**src/rtl/io_ports_pkg.sv**
```systemverilog
// Shared constants and carrier types for the four I/O ports
package io_ports_pkg;
	localparam int PORT_W = 8;
	localparam int NUM_PORTS = 4;
	localparam logic [7:0] LATCH_RESET = 8'hFF;
	localparam logic [7:0] ALL_ONES = 8'hFF;
	localparam int OPEN_DRAIN_IDX = 0;
	localparam int PORT_ONE_IDX = 1;
	localparam int PORT_TWO_IDX = 2;
	localparam int PORT_THREE_IDX = 3;
	localparam logic [3:0] STATE_NINE = 4'h8;
	localparam logic [3:0] STATE_TEN = 4'h9;
	localparam logic [3:0] STATE_TWELVE = 4'hB;
	localparam logic [3:0] STATE_LAST = 4'hB;
	localparam logic [3:0] STATE_FIRST = 4'h0;

	typedef logic [PORT_W-1:0] byte_t;

	typedef struct packed {
		logic [NUM_PORTS-1:0] write_strobe;
		byte_t write_data;
	} core_write_s;

	typedef struct packed {
		logic ext_bus_active;
		logic ext_data_in;
		byte_t ext_low_out;
		logic ext_low_drive;
		byte_t ext_high_out;
	} ext_bus_s;

	typedef struct packed {
		byte_t drive_low;
		byte_t drive_high;
	} pin_drive_s;
endpackage : io_ports_pkg

```
**src/rtl/io_ports.sv**
```systemverilog
// Four 8-bit port latches with output stages and pin read paths
`timescale 1ns/10ps
module io_ports (
	input wire logic clk_i,
	input wire logic rst_i,
	input wire logic [3:0] cycle_state_i,
	input wire io_ports_pkg::core_write_s core_write_i,
	input wire logic [1:0] read_port_sel_i,
	input wire logic external_access_select_i,
	input wire io_ports_pkg::ext_bus_s ext_bus_i,
	input wire io_ports_pkg::byte_t open_drain_port_pin_i,
	input wire io_ports_pkg::byte_t port_one_pin_i,
	input wire io_ports_pkg::byte_t port_two_pin_i,
	input wire io_ports_pkg::byte_t port_three_pin_i,
	output io_ports_pkg::byte_t latch_read_o,
	output io_ports_pkg::byte_t pin_read_o,
	output io_ports_pkg::pin_drive_s open_drain_port_o,
	output io_ports_pkg::pin_drive_s port_one_o,
	output io_ports_pkg::pin_drive_s port_two_o,
	output io_ports_pkg::pin_drive_s port_three_o
);
	////////////////////////////////////////////////////////////////////////////////
	// Latches
	io_ports_pkg::byte_t latch_reg [io_ports_pkg::NUM_PORTS];
	io_ports_pkg::byte_t latch_next [io_ports_pkg::NUM_PORTS];
	io_ports_pkg::byte_t stage_reg [io_ports_pkg::NUM_PORTS];
	io_ports_pkg::byte_t stage_next [io_ports_pkg::NUM_PORTS];
	io_ports_pkg::byte_t sample_reg [io_ports_pkg::NUM_PORTS];
	io_ports_pkg::byte_t sample_next [io_ports_pkg::NUM_PORTS];
	io_ports_pkg::byte_t pin_synced [io_ports_pkg::NUM_PORTS];
	io_ports_pkg::byte_t pin_raw [io_ports_pkg::NUM_PORTS];
	io_ports_pkg::byte_t latch_read_reg, latch_read_next;
	io_ports_pkg::byte_t pin_read_reg, pin_read_next;
	io_ports_pkg::pin_drive_s drive_reg [io_ports_pkg::NUM_PORTS];
	io_ports_pkg::pin_drive_s drive_next [io_ports_pkg::NUM_PORTS];
	logic ext_bus_active;

	////////////////////////////////////////////////////////////////////////////////
	// Decode helpers
	function automatic logic is_sample_state(input int idx, input logic [3:0] st);
		if (idx == io_ports_pkg::OPEN_DRAIN_IDX || idx == io_ports_pkg::PORT_ONE_IDX) begin
			is_sample_state = (st == io_ports_pkg::STATE_NINE);
		end else begin
			is_sample_state = (st == io_ports_pkg::STATE_TEN);
		end
	endfunction : is_sample_state

	// Port select shared by the latch and pin read paths
	function automatic io_ports_pkg::byte_t pick_port(
		input io_ports_pkg::byte_t src [io_ports_pkg::NUM_PORTS],
		input logic [1:0] sel
	);
		unique case (sel)
			2'(io_ports_pkg::OPEN_DRAIN_IDX): pick_port = src[io_ports_pkg::OPEN_DRAIN_IDX];
			2'(io_ports_pkg::PORT_ONE_IDX): pick_port = src[io_ports_pkg::PORT_ONE_IDX];
			2'(io_ports_pkg::PORT_TWO_IDX): pick_port = src[io_ports_pkg::PORT_TWO_IDX];
			2'(io_ports_pkg::PORT_THREE_IDX): pick_port = src[io_ports_pkg::PORT_THREE_IDX];
		endcase
	endfunction : pick_port

	// Open-drain port under bus control: push-pull when sending, floating when receiving
	function automatic io_ports_pkg::pin_drive_s od_bus_drive(input io_ports_pkg::ext_bus_s bus);
		io_ports_pkg::pin_drive_s d;
		d.drive_low = '0;
		d.drive_high = '0;
		if (bus.ext_low_drive && !bus.ext_data_in) begin
			d.drive_low = ~bus.ext_low_out;
			d.drive_high = bus.ext_low_out;
		end
		od_bus_drive = d;
	endfunction : od_bus_drive

	////////////////////////////////////////////////////////////////////////////////
	// Pin inputs and bus ownership
	assign pin_raw[io_ports_pkg::OPEN_DRAIN_IDX] = open_drain_port_pin_i;
	assign pin_raw[io_ports_pkg::PORT_ONE_IDX] = port_one_pin_i;
	assign pin_raw[io_ports_pkg::PORT_TWO_IDX] = port_two_pin_i;
	assign pin_raw[io_ports_pkg::PORT_THREE_IDX] = port_three_pin_i;
	assign ext_bus_active = ext_bus_i.ext_bus_active && !external_access_select_i;

	////////////////////////////////////////////////////////////////////////////////
	// Per-port logic
	genvar gp;
	generate
		for (gp = 0; gp < io_ports_pkg::NUM_PORTS; gp++) begin : g_port
			pin_sync u_sync (
				.clk_i(clk_i),
				.rst_i(rst_i),
				.pin_i(pin_raw[gp]),
				.sync_o(pin_synced[gp])
			);

			// Latch: bus forcing beats a core write in the same cycle
			always_comb begin
				latch_next[gp] = latch_reg[gp];
				if (core_write_i.write_strobe[gp]) begin
					latch_next[gp] = core_write_i.write_data;
				end
				if (gp == io_ports_pkg::OPEN_DRAIN_IDX && ext_bus_active) begin
					latch_next[gp] = io_ports_pkg::ALL_ONES;
				end
			end

			always_ff @(posedge clk_i) begin
				if (rst_i) begin
					latch_reg[gp] <= io_ports_pkg::LATCH_RESET;
				end else begin
					latch_reg[gp] <= latch_next[gp];
				end
			end

			// Output stage copy once per machine cycle
			always_comb begin
				stage_next[gp] = stage_reg[gp];
				if (cycle_state_i == io_ports_pkg::STATE_TWELVE) begin
					stage_next[gp] = latch_reg[gp];
				end
			end

			always_ff @(posedge clk_i) begin
				if (rst_i) begin
					stage_reg[gp] <= io_ports_pkg::LATCH_RESET;
				end else begin
					stage_reg[gp] <= stage_next[gp];
				end
			end

			// Pin sample in the port's slot: STATE_NINE shared by ports 0 and 1, STATE_TEN by ports 2 and 3
			always_comb begin
				sample_next[gp] = sample_reg[gp];
				if (is_sample_state(gp, cycle_state_i)) begin
					sample_next[gp] = pin_synced[gp];
				end
			end

			always_ff @(posedge clk_i) begin
				if (rst_i) begin
					sample_reg[gp] <= io_ports_pkg::LATCH_RESET;
				end else begin
					sample_reg[gp] <= sample_next[gp];
				end
			end
		end
	endgenerate

	////////////////////////////////////////////////////////////////////////////////
	// Output stages
	always_comb begin
		// Weak pull-ups sit on the board; drive_high stays low except on the open-drain port while the bus sends
		for (int i = 0; i < io_ports_pkg::NUM_PORTS; i++) begin
			drive_next[i].drive_low = ~stage_reg[i];
			drive_next[i].drive_high = '0;
		end
		if (ext_bus_active) begin
			// Address/data bus replaces latch contents on the pins
			drive_next[io_ports_pkg::OPEN_DRAIN_IDX] = od_bus_drive(ext_bus_i);
			drive_next[io_ports_pkg::PORT_TWO_IDX].drive_low = ~ext_bus_i.ext_high_out;
		end
	end

	// Registered so each pin control comes straight from a flop
	always_ff @(posedge clk_i) begin
		if (rst_i) begin
			for (int i = 0; i < io_ports_pkg::NUM_PORTS; i++) begin
				drive_reg[i] <= '{drive_low: '0, drive_high: '0};
			end
		end else begin
			for (int i = 0; i < io_ports_pkg::NUM_PORTS; i++) begin
				drive_reg[i] <= drive_next[i];
			end
		end
	end

	////////////////////////////////////////////////////////////////////////////////
	// Read paths
	// Register reads return the latch, never the pin level
	always_comb begin
		latch_read_next = pick_port(latch_reg, read_port_sel_i);
	end

	always_ff @(posedge clk_i) begin
		if (rst_i) begin
			latch_read_reg <= io_ports_pkg::LATCH_RESET;
		end else begin
			latch_read_reg <= latch_read_next;
		end
	end

	always_comb begin
		pin_read_next = pick_port(sample_reg, read_port_sel_i);
	end

	always_ff @(posedge clk_i) begin
		if (rst_i) begin
			pin_read_reg <= io_ports_pkg::LATCH_RESET;
		end else begin
			pin_read_reg <= pin_read_next;
		end
	end

	assign latch_read_o = latch_read_reg;
	assign pin_read_o = pin_read_reg;
	assign open_drain_port_o = drive_reg[io_ports_pkg::OPEN_DRAIN_IDX];
	assign port_one_o = drive_reg[io_ports_pkg::PORT_ONE_IDX];
	assign port_two_o = drive_reg[io_ports_pkg::PORT_TWO_IDX];
	assign port_three_o = drive_reg[io_ports_pkg::PORT_THREE_IDX];
endmodule : io_ports

```
**src/rtl/pin_sync.sv**
```systemverilog
// Two-stage synchroniser for one byte of pin levels
`timescale 1ns/10ps
module pin_sync (
	input wire logic clk_i,
	input wire logic rst_i,
	input wire io_ports_pkg::byte_t pin_i,
	output io_ports_pkg::byte_t sync_o
);
	io_ports_pkg::byte_t meta_reg, meta_next;
	io_ports_pkg::byte_t sync_reg, sync_next;

	always_comb begin
		meta_next = pin_i;
		sync_next = meta_reg;
	end

	always_ff @(posedge clk_i) begin
		if (rst_i) begin
			meta_reg <= io_ports_pkg::LATCH_RESET;
			sync_reg <= io_ports_pkg::LATCH_RESET;
		end else begin
			meta_reg <= meta_next;
			sync_reg <= sync_next;
		end
	end

	assign sync_o = sync_reg;
endmodule : pin_sync

```
**config.mk**
```make
export PLATFORM = sky130hd
export DESIGN_NAME = io_ports
export DESIGN_NICKNAME = d
export VERILOG_FILES = /design/src/rtl/io_ports_pkg.sv /design/src/rtl/io_ports.sv /design/src/rtl/pin_sync.sv
export SDC_FILE = /design/constraint.sdc
export NUM_CORES = 1
export LEC_CHECK = 0
export ABC_AREA = 1
export BUFFER_PORTS_ARGS = -buffer_cell sky130_fd_sc_hd__buf_2
export CAP_MARGIN = 30
export CORE_ASPECT_RATIO = 0.5
export CORE_MARGIN = 4
export CORE_UTILIZATION = 51
export DETAILED_ROUTE_END_ITERATION = 12
export PLACE_DENSITY = 0.85
export RECOVER_POWER = 25
export SLEW_MARGIN = 40
export SYNTH_ARGS = -nofsm -noshare
export SYNTH_HDL_FRONTEND = slang
export SYNTH_HIERARCHICAL = 1
export SYNTH_SLANG_ARGS = --single-unit
```
**constraint.sdc**
```tcl
create_clock -name clk_i -period 1.5 [get_ports clk_i]
set_clock_uncertainty 0.05 [all_clocks]
set_input_delay 0.15 -clock clk_i [delete_from_list [all_inputs] [get_ports clk_i]]
set_output_delay 0.15 -clock clk_i [all_outputs]
set_load 0.005 [all_outputs]
```
==> impl_metrics.env, run 1 <==
export IMPL_status="complete, no violations"
export IMPL_io_pins=152
export IMPL_synth_edf_count=0
export IMPL_antenna_found_initial=0
export IMPL_rrSetupSlack_ns=0.62
export IMPL_finalSetupTns_ns=0
export IMPL_gp_congestion=0.9101
export IMPL_fillerInstances=1217
export IMPL_r2r_start="latch_reg[5]$_SDFFE_PP1P_"
export IMPL_drt_iter0_drc=477
export IMPL_grt_pass1_wl_um=28530
export IMPL_grt_usage_pct=19.84
export IMPL_num_vias=6525
export IMPL_p_leak_uw=0.005165
export IMPL_via_per_inst=4.833
export IMPL_synth_xor_area_share_pct=0
export IMPL_first_pass_iters=5
export IMPL_synth_cell_types=19
export IMPL_placed_cell_area_um2=8280
export IMPL_synth_top_cell_area_share_pct=56.79
export IMPL_synthAdderAreaFrac_pct=0
export IMPL_synth_area_leaders="dfxtp_1 57%, nand3_1 12%, nand2_1 12%"
export IMPL_reg2reg_to="latch_read_o[5]$_SDFF_PP1_"
export IMPL_crit_type="input port to flop"
export IMPL_worst_r2r_cell_count=4
export IMPL_grt_pass1_vias=6186
export IMPL_rsz0062_at_grt="no"
export IMPL_worstPathRequired_ns=1.88
export IMPL_setup_worst_path_start="ext_bus_i[17]"
export IMPL_die_area_um2=17070
export IMPL_worst_pin_slew_ns=0.7675
export IMPL_post_dp_hpwl_um=11310
export IMPL_fin_crit_sh_pct=94.35
export IMPL_drc=0
export IMPL_ys_seq_area_share_pct=56.79
export IMPL_synth_top_family_by_area="simple AND/OR/NAND/NOR gates"
export IMPL_synth_ff_type="dfxtp_1"
export IMPL_syn_inst=961
export IMPL_p_per_area_nw_per_um2=1231
export IMPL_max_stage_delay_ns=0.58
export IMPL_synth_most_common_cell="nand2_1"
export IMPL_cp_arrival_ns=1.79
export IMPL_timing_fmax_mhz=706.6
export IMPL_grt_overflow=0
export IMPL_ys_top_cells_by_count="242 x nand2_1, 216 x dfxtp_1, 183 x nand3_1, 112 x inv_1, 72 x nor2_1"
export IMPL_fin_area_um2=9538
export IMPL_clock_path_buffers=3
export IMPL_largest_reg_flops=40
export IMPL_portBuffers=127
export IMPL_crit_end="drive_reg[0][8]$_SDFF_PP0_"
export IMPL_async_flop_share_pct=0
export IMPL_root_buffer="clkbuf_16"
export IMPL_post_cts_setup_buffers=0
export IMPL_areaGrowthSynthToFinish_pct=25.25
export IMPL_synth_compound_area_share_pct=2.235
export IMPL_yosysWarnings=6
export IMPL_htreeDepth=1
export IMPL_cp_slowest_cell="dlygate4sd3_1"
export IMPL_setup_viol=0
export IMPL_syn_area_um2=7615
export IMPL_grt_max_degree=61
export IMPL_muxShareOfSynthArea_pct=0
export IMPL_ant_nets=0
export IMPL_cts_tree="done"
export IMPL_clk_latency_ns=0.49
export IMPL_final_max_slew_violation_count=0
export IMPL_start_util_pct=52.35
export IMPL_avgRoutedWirePerCell_um=12.81
export IMPL_maxCapViolations=0
export IMPL_drive_gt1_share_pct=15.80
export IMPL_ir_drop_uv=726.0
export IMPL_path_cells="dlygate4sd3_1 -> buf_2 -> nor2_4 -> nand4_1 -> dlygate4sd3_1 -> nand2_1"
export IMPL_nNetsFinal=1211
export IMPL_holdPathStages=4
export IMPL_synthSimpleGateAreaFrac_pct=29.17
export IMPL_synth_seq_cells=216
export IMPL_worst_setup_path_start_kind="input port"
export IMPL_min_period_ns=1.415
export IMPL_synth_top_area_cell="dfxtp_1"
export IMPL_max_slew_margin_rel_pct=48.83
export IMPL_hold_path_class="input port to flop"
export IMPL_crit_fanout=9
export IMPL_hold_viol=0
export IMPL_wl_um=17290
export IMPL_worst_setup_path_end_kind="flop"
export IMPL_path_clk_slew_ns=0.07
export IMPL_num_antenna_cells=0
export IMPL_dieWidth_um=180.8
export IMPL_cts_buffers=19
export IMPL_avgSynthCellArea_um2=7.924
export IMPL_fp_dieH_um=94.41
export IMPL_cts_sinks=216
export IMPL_crit_top_cell="dlygate4sd3_1"
export IMPL_fp_coreArea_um2=14550
export IMPL_row_count=31
worst max-delay path, delay by kind of cell:
kind / cells / cell delay (ns)
buffers and inverters: 3 / 1.25
and+or+nand+nor: 3 / 0.39
cell families after synthesis:
kind of cell           after synthesis
buffers and inverters              195
and+or+nand+nor                    515
AOI/OAI and AO/OA                   34
other                                1
DFF                                216
worst min path at each step:
stage                                   startpoint                                 endpoint
after global routing              cycle_state_i[1]               sample_reg[6]$_SDFFE_PP1N_
after detailed placement       port_three_pin_i[6]  g_port[3].u_sync/meta_reg[6]$_SDFF_PP1_
after floorplan           open_drain_port_pin_i[6]  g_port[0].u_sync/meta_reg[6]$_SDFF_PP1_
after CTS                         cycle_state_i[1]               sample_reg[6]$_SDFFE_PP1N_
after global placement    open_drain_port_pin_i[6]  g_port[0].u_sync/meta_reg[6]$_SDFF_PP1_
final                             cycle_state_i[1]               sample_reg[0]$_SDFFE_PP1N_
metal layers:
metal | vias up | track usage [%] | wire length [um]
met5 | - | 0 | 0
li1 | 3290 | - | -
met4 | 0 | 6.226 | 436
met2 | 248 | 35.04 | 8266
met3 | 43 | 3.617 | 1179
met1 | 2944 | 25.13 | 7409
cell type report:
type / instances / area (um2) / area share [%]
sequential: 216 / 4324 / 45.34
multi-input combinational: 573 / 2486 / 26.07
timing repair buffer: 210 / 1444 / 15.14
clock buffer: 29 / 553.0 / 5.798
inverter: 119 / 446.7 / 4.683
tap: 198 / 247.7 / 2.597
clock inverter: 5 / 36.28 / 0.3804
through the flow:
stage               power [uW]  setup WS, ns  utilization, %  hold WS, ns  instances
floorplan                 6837        0.4945               -       0.1848        984
global placement          7095        0.2125           56.93       0.2704       1249
detailed placement        7129        0.1367           56.93       0.2761       1249
CTS                      11820       0.02358           65.59      0.03257       1350
global route             12240       0.03987           65.57      0.06775       1350
finish                   11740       0.08473           65.57      0.05104       1350
what timing repair did:
item,in CTS,in global routing
hold endpoints to repair,88,0
gates resized for setup,0,1
hold buffers,67,0
endpoints found under the setup margin,0,1
where the power goes:
part	total (uW)	internal [uW]	switching [uW]
combinational	1030	441	591
sequential	6120	6000	128
clock	4590	2570	2020
total	11700	9010	2740
placed cells by master (no fill, tap or decap):
master / n
clkbuf_16: 19
inv_1: 116
inv_2: 3
conb_1: 24
buf_2: 126
inv_6: 2
nor2_2: 4
nand3_2: 1
nand3_1: 183
clkinv_4: 1
clkbuf_1: 8
nor2_1: 72
nand2_1: 242
dlygate4sd3_1: 67
buf_12: 2
a21oi_1: 25
clkinv_2: 2
buf_4: 12
clkbuf_8: 4
clkbuf_2: 1
nand4_1: 8
nand2_2: 2
dfxtp_1: 216
o21ai_0: 9
nor2_4: 3
(Power assumes the default switching activity.)
==> run 2: changes to the inputs <==
- CORE_ASPECT_RATIO: 0.5 -> 0.7
==> impl_metrics.env, run 2 (synthesis results as in run 1) <==
export IMPL_setup_ws_ns=0.09409
export IMPL_crit_top_cell="dlygate4sd3_1"
export IMPL_worst_setup_path_start_kind="input port"
export IMPL_start_util_pct=51.89
export IMPL_dp_slack_ns=0.1919
export IMPL_drive_gt1_share_pct=16.06
export IMPL_status="complete, no violations"
export IMPL_drc=0
export IMPL_ir_drop_uv=819.2
export IMPL_power_frac_clock_pct=43.4
export IMPL_worst_r2r_cell_count=4
export IMPL_fillerInstances=1146
export IMPL_first_pass_iters=5
export IMPL_path_clk_slew_ns=0.07
export IMPL_holdPathStages=5
export IMPL_grt_overflow=0
export IMPL_hold_path_class="input port to flop"
export IMPL_row_count=37
export IMPL_crit_fanout=9
export IMPL_fp_dieH_um=110.2
export IMPL_nNetsFinal=1216
export IMPL_dieWidth_um=154.0
export IMPL_maxCapViolations=0
export IMPL_rsz0062_at_grt="no"
export IMPL_fin_crit_sh_pct=93.73
export IMPL_ant_nets=0
export IMPL_areaGrowthSynthToFinish_pct=27.54
export IMPL_final_max_slew_violation_count=0
export IMPL_timing_fmax_mhz=711.3
export IMPL_grt_pass1_wl_um=30320
export IMPL_multi_input_area_um2=2481
export IMPL_post_cts_setup_buffers=0
export IMPL_internal_power_uw=9790
export IMPL_clk_latency_ns=0.49
export IMPL_max_slew_margin_rel_pct=55.31
export IMPL_portBuffers=127
export IMPL_max_stage_delay_ns=0.56
export IMPL_worst_path_buf_inv=3
export IMPL_num_antenna_cells=0
export IMPL_antenna_found_initial=0
export IMPL_cts_sinks=216
export IMPL_largest_reg_flops=40
export IMPL_num_vias=6648
export IMPL_via_per_inst=4.914
export IMPL_finalSetupTns_ns=0
export IMPL_htreeDepth=1
export IMPL_crit_type="input port to flop"
export IMPL_grt_usage_pct=21.70
export IMPL_switching_share_pct=22.95
export IMPL_clock_path_buffers=3
export IMPL_stdcell_count=1353
export IMPL_dp_cells=1243
export IMPL_setup_viol=0
export IMPL_p_leak_uw=0.005254
export IMPL_worst_setup_path_end_kind="flop"
export IMPL_worst_pin_slew_ns=0.6697
export IMPL_min_period_ns=1.406
export IMPL_hold_viol=0
export IMPL_cp_slowest_cell="dlygate4sd3_1"
export IMPL_cts_buffers=20
export IMPL_wl_um=19020
export IMPL_worstPathRequired_ns=1.88
export IMPL_final_util_pct=66.18
export IMPL_die_area_um2=16980
export IMPL_root_buffer="clkbuf_16"
export IMPL_p_seq_share_pct=48.3
export IMPL_cp_arrival_ns=1.79
export IMPL_post_dp_hpwl_um=11740
export IMPL_grt_pass1_vias=6137
export IMPL_cts_tree="done"
export IMPL_final_common_cell="nand2_1"
export IMPL_avgRoutedWirePerCell_um=14.06
export IMPL_gp_congestion=0.9326
export IMPL_grt_max_degree=88
export IMPL_path_cells="dlygate4sd3_1 -> buf_2 -> nand3_2 -> nor2_1 -> dlygate4sd3_1"
export IMPL_final_cell_mix="242 x nand2_1, 216 x dfxtp_1, 183 x nand3_1"
export IMPL_crit_cells=5
export IMPL_fp_coreArea_um2=14680
export IMPL_combPwrFrac_pct=8.3
export IMPL_drt_iter0_drc=641
export IMPL_seqCellArea_um2=4324
export IMPL_io_pins=152
export IMPL_cpLargestDelayFamily="buffers and inverters"
export IMPL_total_power_uw=12710
export IMPL_p_per_area_nw_per_um2=1308
export IMPL_switching_power_uw=2916
run 2: power groups by stage:
| stage | Clock (uW) | Sequential (uW) | Combinational [uW] |
|---|---|---|---|
| floorplan | 0 | 6220 | 621 |
| global placement | 0 | 6250 | 851 |
| detailed placement | 0 | 6260 | 881 |
| CTS | 5540 | 6130 | 1030 |
| global route | 5820 | 6150 | 1190 |
| finish | 5520 | 6140 | 1050 |
run 2: final timing paths:
| kind | startpoint | endpoint | slack [ns] |
|---|---|---|---|
| worst min register to register | g_port[2].u_sync/meta_reg[7]$_SDFF_PP1_ | g_port[2].u_sync/sync_o[7]$_SDFF_PP1_ | 0.35 |
| worst max register to register | latch_reg[21]$_SDFFE_PP1P_ | latch_read_o[5]$_SDFF_PP1_ | 0.61 |
| worst min-delay path | external_access_select_i | drive_reg[0][11]$_SDFF_PP0_ | 0.09 |
| worst max-delay path | ext_bus_i[8] | drive_reg[0][6]$_SDFF_PP0_ | 0.09 |
run 2: tightest hold or removal path, stage by stage:
cell and delay (ns):
buf_2 0.10, nor2_2 0.07, buf_4 0.16, nand4_1 0.07, nand2_1 0.04
run 2: area by class of cell:
| class | count | share of cell area, % |
|---|---|---|
| flip-flops and latches | 216 | 44.52 |
| repair buffers | 214 | 15.40 |
| well taps | 195 | 2.512 |
| inverters | 119 | 4.599 |
| multi-input cells | 573 | 25.55 |
| clock buffers | 25 | 5.772 |
| clock inverters | 11 | 1.649 |
run 2: per-layer routing:
metal  wire (um)  track usage (%)  vias up
met5           0                0        -
met4         483            5.608        0
met3        1539            4.292       47
met2        8757            35.49      260
met1        8237            29.86     3048
li1            -                -     3293
run 2: what timing repair did:
item	in CTS	in global routing
endpoints found under the hold margin	88	0
hold buffers	74	0
setup endpoints to repair	0	3
gates resized for setup	0	1
run 2: stage by stage:
step                      area, um2  hold WS, ns
final                          9712      0.09284
after global routing           9712      0.08040
after CTS                      9716      0.06700
after detailed placement       8254       0.2750
after global placement         8254       0.2740
after floorplan                7701       0.1848
